[src/hdl/plc_defs.svh]
// Offsets, field positions and reset values of the port link control register.
`ifndef PLC_DEFS_SVH
`define PLC_DEFS_SVH

`define PLC_ADDR_W 12
`define PLC_DATA_W 16
`define PLC_LCTL_OFF 12'h050

`define PLC_ASPM_LSB 0
`define PLC_ASPM_MSB 1
`define PLC_RSVD2_BIT 2
`define PLC_RD_BOUND_BIT 3
`define PLC_LINK_OFF_BIT 4
`define PLC_RETRAIN_BIT 5
`define PLC_REFCLK_BIT 6
`define PLC_EXT_SYNC_BIT 7
`define PLC_CLKPM_BIT 8
`define PLC_RSVD_HI_LSB 9
`define PLC_RSVD_HI_MSB 15

`define PLC_ASPM_RST 2'h0
`define PLC_BIT_RST 1'h0
`define PLC_RDATA_RST 16'h0000

`endif

[src/hdl/plc_pkg.sv]
// Types shared by the port link control register bank.
`include "plc_defs.svh"

package plc_pkg;

    typedef enum logic [1:0] {
        PLC_ASPM_OFF = 2'b00,
        PLC_ASPM_L0S = 2'b01,
        PLC_ASPM_L1 = 2'b10,
        PLC_ASPM_BOTH = 2'b11
    } plc_aspm_e;

    typedef struct packed {
        logic [`PLC_ADDR_W-1:0] addr;
        logic [`PLC_DATA_W-1:0] wdata;
        logic wr;
        logic rd;
    } plc_bus_req_s;

    typedef struct packed {
        logic l0s_enable;
        logic l1_enable;
        logic link_off;
        logic shared_refclk_config;
        logic extended_sync;
        logic retrain_request;
    } plc_link_ctl_s;

endpackage : plc_pkg

[src/hdl/plc_port_link_control_reg.sv]
// Port link control register with its controls toward the link training logic.
`timescale 1ns/1ps
`include "plc_defs.svh"

// How it works
// RL1: Bits 1:0 select power-state entry: off, L0s, L1, or both.
// RL2: The power-state field resets to off; an initial load may replace it.
// RL3: Bit 3 always reads zero and ignores writes.
// RL4: On a downstream port, bit 4 set holds the link disabled.
// RL5: On the upstream port, bit 4 never disables the link.
// RL6: Writing one to bit 5 sends the training logic into Recovery.
// RL7: Bit 5 always reads back as zero.
// RL8: Fields written with a retrain request take effect in that retraining.
// RL9: Upstream port with unlock clear: bit 5 acts as zero, no retraining.
// RL10: Upstream port with unlock set: writing one to bit 5 retrains.
// RL11: Bit 6 is read-write and records a shared reference clock.
// RL12: Bit 7 set requests extra ordered sets on L0s exit and in Recovery.
// RL13: Bit 8 reads zero since reference clock removal is unsupported.
// RL14: Bit 2 and bits 15:9 read zero and ignore writes.
module plc_port_link_control_reg (
    input wire logic ref_clk_i,                         // Core clock, 20 MHz.
    input wire logic srst_i,                            // Synchronous reset, high.
    input wire plc_pkg::plc_bus_req_s req_i,            // Register bus request.
    output logic [`PLC_DATA_W-1:0] rdata_o,             // Read data, cycle after read.
    input wire logic is_upstream_i,                     // High on the upstream port.
    input wire logic global_register_unlock_i,          // Unlock level from switch control.
    input wire logic init_load_i,                       // One-cycle initial field load.
    input wire logic [1:0] init_aspm_i,                 // Power-state value to load.
    output plc_pkg::plc_link_ctl_s ctl_o                // Controls toward link training.
);
    import plc_pkg::*;

    ////////////////////////////////////////////////////////////////////////////
    // Bus decode.

    logic wr_hit;
    logic rd_hit;
    logic retrain_ok;

    assign wr_hit = req_i.wr && (req_i.addr == `PLC_LCTL_OFF);
    assign rd_hit = req_i.rd && (req_i.addr == `PLC_LCTL_OFF);
    // Upstream retraining is withheld unless the switch-wide unlock is set.
    assign retrain_ok = !is_upstream_i || global_register_unlock_i; // RL9 RL10

    ////////////////////////////////////////////////////////////////////////////
    // Stored fields.

    plc_aspm_e aspm_reg;
    plc_aspm_e aspm_next;
    logic link_off_reg;
    logic link_off_next;
    logic link_gate_reg;
    logic refclk_reg;
    logic refclk_next;
    logic ext_sync_reg;
    logic ext_sync_next;
    logic retrain_reg;
    logic retrain_next;

    // A bus write wins over an initial load arriving in the same cycle, so
    // software never sees its own value silently replaced.
    always_comb begin
        aspm_next = aspm_reg;
        if (wr_hit) begin
            aspm_next = plc_aspm_e'(req_i.wdata[`PLC_ASPM_MSB:`PLC_ASPM_LSB]); // RL1
        end else if (init_load_i) begin
            aspm_next = plc_aspm_e'(init_aspm_i); // RL2
        end
    end

    always_comb begin
        link_off_next = link_off_reg;
        refclk_next = refclk_reg;
        ext_sync_next = ext_sync_reg;
        if (wr_hit) begin
            link_off_next = req_i.wdata[`PLC_LINK_OFF_BIT];
            refclk_next = req_i.wdata[`PLC_REFCLK_BIT]; // RL11
            ext_sync_next = req_i.wdata[`PLC_EXT_SYNC_BIT]; // RL12
        end
    end

    assign retrain_next = wr_hit && req_i.wdata[`PLC_RETRAIN_BIT] && retrain_ok; // RL6

    always_ff @(posedge ref_clk_i) begin
        if (srst_i) begin
            aspm_reg <= PLC_ASPM_OFF; // RL2
        end else begin
            aspm_reg <= aspm_next;
        end
    end

    always_ff @(posedge ref_clk_i) begin
        if (srst_i) begin
            link_off_reg <= `PLC_BIT_RST;
            link_gate_reg <= `PLC_BIT_RST;
        end else begin
            link_off_reg <= link_off_next;
            // The gated copy moves on the same edge as the stored bit.
            link_gate_reg <= link_off_next && !is_upstream_i; // RL4 RL5
        end
    end

    always_ff @(posedge ref_clk_i) begin
        if (srst_i) begin
            refclk_reg <= `PLC_BIT_RST;
            ext_sync_reg <= `PLC_BIT_RST;
        end else begin
            refclk_reg <= refclk_next;
            ext_sync_reg <= ext_sync_next;
        end
    end

    // The retrain pulse rises on the same edge that stores the other fields,
    // so the training logic sees the new settings with the request.
    always_ff @(posedge ref_clk_i) begin
        if (srst_i) begin
            retrain_reg <= `PLC_BIT_RST;
        end else begin
            retrain_reg <= retrain_next; // RL8
        end
    end

    ////////////////////////////////////////////////////////////////////////////
    // Read path.

    logic [`PLC_DATA_W-1:0] rd_value;
    logic [`PLC_DATA_W-1:0] rdata_reg;
    logic [`PLC_DATA_W-1:0] rdata_next;

    always_comb begin
        rd_value = `PLC_RDATA_RST; // RL14
        rd_value[`PLC_ASPM_MSB:`PLC_ASPM_LSB] = aspm_reg;
        rd_value[`PLC_RD_BOUND_BIT] = 1'b0; // RL3
        rd_value[`PLC_LINK_OFF_BIT] = link_off_reg;
        rd_value[`PLC_RETRAIN_BIT] = 1'b0; // RL7
        rd_value[`PLC_REFCLK_BIT] = refclk_reg;
        rd_value[`PLC_EXT_SYNC_BIT] = ext_sync_reg;
        rd_value[`PLC_CLKPM_BIT] = 1'b0; // RL13
    end

    // Unmapped reads and idle cycles return zero.
    assign rdata_next = rd_hit ? rd_value : `PLC_RDATA_RST;

    always_ff @(posedge ref_clk_i) begin
        if (srst_i) begin
            rdata_reg <= `PLC_RDATA_RST;
        end else begin
            rdata_reg <= rdata_next;
        end
    end

    assign rdata_o = rdata_reg;

    ////////////////////////////////////////////////////////////////////////////
    // Controls toward link training.

    assign ctl_o.l0s_enable = aspm_reg[0]; // RL1
    assign ctl_o.l1_enable = aspm_reg[1]; // RL1
    assign ctl_o.link_off = link_gate_reg;
    assign ctl_o.shared_refclk_config = refclk_reg;
    assign ctl_o.extended_sync = ext_sync_reg; // RL12
    assign ctl_o.retrain_request = retrain_reg;
endmodule : plc_port_link_control_reg

[config.mk]
export PLATFORM = sky130hd
export DESIGN_NAME = plc_port_link_control_reg
export DESIGN_NICKNAME = d
export VERILOG_FILES = /design/src/hdl/plc_pkg.sv /design/src/hdl/plc_port_link_control_reg.sv
export VERILOG_INCLUDE_DIRS = /design/src /design/src/hdl
export SDC_FILE = /design/constraint.sdc
export NUM_CORES = 1
export LEC_CHECK = 0
export BUFFER_PORTS_ARGS = -buffer_cell sky130_fd_sc_hd__buf_4
export CAP_MARGIN = 25
export CORE_MARGIN = 2
export CORE_UTILIZATION = 41
export CTS_BUF_LIST = sky130_fd_sc_hd__clkbuf_4 sky130_fd_sc_hd__clkbuf_8
export CTS_CLUSTER_DIAMETER = 100
export DETAILED_ROUTE_END_ITERATION = 8
export PLACE_DENSITY = 0.87
export SLEW_MARGIN = 10
export SYNTH_ARGS = -nofsm -noshare
export SYNTH_HDL_FRONTEND = slang
export SYNTH_SLANG_ARGS = --single-unit
export TNS_END_PERCENT = 100
[constraint.sdc]
create_clock -name ref_clk_i -period 3.5 [get_ports ref_clk_i]
set_clock_uncertainty 0.2 [all_clocks]
set_input_delay 0.525 -clock ref_clk_i [delete_from_list [all_inputs] [get_ports ref_clk_i]]
set_output_delay 0.525 -clock ref_clk_i [all_outputs]
set_load 0.005 [all_outputs]
; Word level (Yosys, flattened, before mapping)
; Index checks and enable logic that the tools add are counted.
[totals]
inputBits = 37
latchBits = 0
n_memories = 0
ram_bits = 0
regBits = 23
wordCells = 22
output_inout_bits = 22
rom_bits = 0
[op_classes]
n_bitwise = 1
n_shift = 0
n_reduce_logical = 9
n_mux = 3
magnitude_cmp = 0
eq_ne = 1
div_mod_pow = 0
add_sub_neg = 0
n_mul = 0
[ops]
columns = op, n
row1 = "== test 12 x 7 -> 1 bit, second input constant", 1
row2 = logical AND 1 bit, 5
row3 = two-way mux 2 bit, 2
row4 = nonzero test 2 bit, 1
row5 = OR reduction 2 bit, 1
row6 = logical NOT 1 bit, 1
row7 = logical OR 1 bit, 1
row8 = two-way mux 1 bit, 1
row9 = inverter 1 bit, 1

; Longest topological paths before layout
[logic_depth]
word_depth = 4
ltp_mapped = 4

; Worst setup path after synthesis
; Ideal clock, no wire load.
[synth_timing]
kind = in2reg
startpoint = input port req_i[19] (netlist name)
endpoint = register aspm_reg[0]
arrival_ns = 1.446
t_required_ns = 3.179
setup_time_ns = 0.121
cell_stages = 4
slack_ns = 1.732
path_cell_list = nor4b_4 -> and4_1 -> buf_6 -> mux2_4
[synth_via]
elab_chain_len = 3
word_cells_on_any_way = 4
[synth_lines]
columns = element, line
row1 = "start, declared", plc_port_link_control_reg.sv:23  ; input wire plc_pkg::plc_bus_req_s req_i,
row2 = == test 12 x 7 -> 1 bit (no line) (*), n/a
row3 = logical AND 1 bit (*), plc_port_link_control_reg.sv:40  ; assign wr_hit = req_i.wr && (req_i.addr == `PLC_LCTL_OFF);
row4 = two-way mux 2 bit or nonzero test 2 bit (tied branches), n/a
row5 = "end signal, assigned", plc_port_link_control_reg.sv:88  ; aspm_reg <= aspm_next;
row6 = "end, declared", plc_port_link_control_reg.sv:48  ; plc_aspm_e aspm_reg;
; Mark *: on every way between the ends. The rest lies on a longest branch, timed or not.
; A chain may end at the register's enable or synchronous reset.

; Worst setup path in the final report
[layout_timing]
startpoint = input port req_i[25] (netlist name)
endpoint = register aspm_reg[1]
; Same word-level chain as after synthesis.

==> qor.csv <==
stage,metric,value,unit
outcome,outcome,"complete, no violations",
critical_path,CP endpoint kind,flip-flop,
critical_path,Crit-path slowest cell,and4_1,
drt,"antenna viol nets, final",0,
place,Placer Congestion,0.7213,
final_layout,share of layout cells above drive strength 1,0.4796,
cts,Longest Clk Path Bufs,2,
synth,Synth Area in XOR/XNOR,0,
global_routing,initial antenna violation count,0,
sta,Final WS setup,1704,ps
cts,number of clock sinks,12,
global_routing,Total GRT Usage,0.1415,
cts,CTS hold repair buffers,0,
floorplanning,die width,44.14,microns
synth,"Seq/Total Area, Yosys",0.3636,
floorplanning,Core Area,1506,sq um
synth,Yosys Warn Count,0,
synth,Synth Area in Adders,0,
synth,synthesized area,660.6,sq um
synth,Synth Area per Inst,10.32,sq um
sta,final setup TNS,0,ps
place,Place WS,1414,ps
cts,Clock Root Buffer,clkbuf_4,
cts,register clock-pin slew on the reported worst setup and hold paths,70,ps
drt,vias after detailed routing,533,
place,# port buffers,37,
drt,routed vias/inst,4.675,
critical_path,WP data arrival,1750,ps
sta,final hold violation count,0,
critical_path,critical path cell sequence,buf_4 -> nor4b_2 -> and4_1 -> mux2_4,
global_routing,largest net degree at the start of global routing,17,
floorplanning,Site Rows,14,
cts,Post-CTS Setup Bufs,0,
floorplanning,full die area,1948,sq um
sta,period utilization,0.5132,
power_and_ir_drop,pwr/cell area,316.4,nW/um^2
synth,post-synthesis mux area share,0.1439,
floorplanning,Starting Density,0.4385,
synth,cell count after synthesis,64,
sta,final setup vio count,0,
floorplanning,I/O pin count,59,
global_routing,GR Overflow Total,0,
cts,Skew-Pair Late Insertion Delay,260,ps
global_routing,number of global-route vias before repair,484,
drt,routed length on met1,459,microns
final_layout,"commonest non-fill, non-tap cell in the layout",buf_4,
final_layout,most frequent cells in the layout,"37 x buf_4, 12 x dfxtp_1, 11 x conb_1",
synth,Synth cell types,20,
cts,H-tree Lvls,1,
cts,total CTS buffers,3,
drt,Total Wirelength,1274,microns
critical_path,CP max FO,6,
power_and_ir_drop,Leak,0.4195,nW
synth,simple-gate share of the synthesized area,0.2746,
drt,total iterations of the first detailed-routing run,4,
critical_path,Crit path max-delay family,simple AND/OR/NAND/NOR gates,
critical_path,Worst Path Buf+Inv,1,
drt,DR iter-0 viols,11,
flow_run,MaxCap Viol Count,0,
drt,met3 WL,151,microns
drt,per-cell routed wire length,11.18,microns
sta,max-slew violations,0,
power_and_ir_drop,total power,286.3,uW
critical_path,startpoint types,input port,
drt,Residual DRC,0,
final_layout,synth-to-layout area growth,36.93,%
final_layout,NumNets Final,136,
sta,fmax,556.8,MHz
synth,main combinational cell family by area after synthesis,simple AND/OR/NAND/NOR gates,
worst_hold_path,worst hold path type,reg2reg,
power_and_ir_drop,Peak VDD IR,0.0001379,V
sta,fin crit period,1796,ps
final_layout,diode count,0,
drt,routed wl met2,633,microns
critical_path,Critical Path RT,3450,ps
synth,Yosys reg bits,12,
critical_path,critical path's largest stage delay,460,ps
final_layout,Largest register FFs,5,
critical_path,Crit Path Category,in2reg,
drt,Highest Signal Layer,met4,
floorplanning,Die Y-Extent,44.14,microns
sta,RSZ-0062 raised after global routing,no,
global_routing,first-pass GRT wire length,2021,microns
cts,CTS tree,yes,
cts,post-cts resize count,0,
synth,Compound-Gate Fraction of Synth Area,0.01326,
[per-layer routing]
layer | up-vias | GRT usage
li1 | 262 | -
met1 | 234 | 0.1494
met2 | 33 | 0.2647
met3 | 4 | 0.04898
met4 | 0 | 0.03636
met5 | - | 0
[worst min-delay path: cells and delay by family, from the launching register on]
| kind | cells | cell delay, ps |
|---|---|---|
| mux | 1 | 60 |
| flops | 1 | 330 |
| simple gates | 1 | 70 |
[cells in the mapped netlist, drive strengths merged]
| cell type | n | area, sq um |
|---|---|---|
| nor3b | 1 | 7.510 |
| nor4 | 1 | 12.51 |
| buf | 16 | 123.9 |
| conb | 1 | 3.750 |
| nor2 | 3 | 11.26 |
| and4 | 1 | 8.760 |
| dfxtp | 12 | 240.2 |
| clkbuf | 1 | 3.750 |
| nor3 | 2 | 10.01 |
| nor4b | 6 | 73.81 |
| mux2 | 3 | 45.04 |
| nand2b | 6 | 37.54 |
| nand2 | 2 | 7.510 |
| o2111ai | 1 | 8.760 |
| inv | 1 | 3.750 |
| mux2i | 5 | 50.05 |
| nor2b | 2 | 12.51 |
[metrics by stage]
step                      std cells  utilization  hold WS, ps  cell area (sq um)
final                           114       0.6005        294.7              904.6
after global routing            114       0.6005        325.6              904.6
after CTS                       114       0.6005        301.8              904.6
after detailed placement        110       0.5764        287.7              868.3
after global placement          110       0.5764        284.2              868.3
after floorplan                  74            -        257.7              698.2
[worst paths after layout]
path | start | to | slack [ps] | cells after the start
worst max register to register | aspm_reg[1] | aspm_reg[1] | 2410 | 3
worst min register to register | ext_sync_reg | ext_sync_reg | 290 | 2
worst min-delay path | ext_sync_reg | ext_sync_reg | 290 | 2
worst max-delay path | req_i[25] | aspm_reg[1] | 1700 | 4
[logic make-up (layout without fill, tap and decap cells)]
family | count (synthesis) | in the layout
AO/OA/AOI/OAI | 1 | 1
other | 1 | 11
AND/OR/NAND/NOR | 24 | 24
flip-flops | 12 | 12
buffers and inverters | 18 | 42
multiplexers | 8 | 8
[final cells by class]
type	instances	area [sq um]
sequential	12	240.2
multi-input combinational	44	326.6
timing repair buffer	37	277.8
clock buffer	4	36.28
tap	16	20.02
inverter	1	3.754
fill	136	601.8
[power breakdown]
part	switching, mW	total [mW]	internal [mW]	leakage [nW]
Sequential	0.00105	0.139	0.138	0.0970
Combinational	0.0148	0.0422	0.0273	0.301
Clock	0.0422	0.105	0.0631	0.0210
Total	0.0581	0.286	0.228	0.419
No activity file was read; power rests on OpenSTA's default activity.
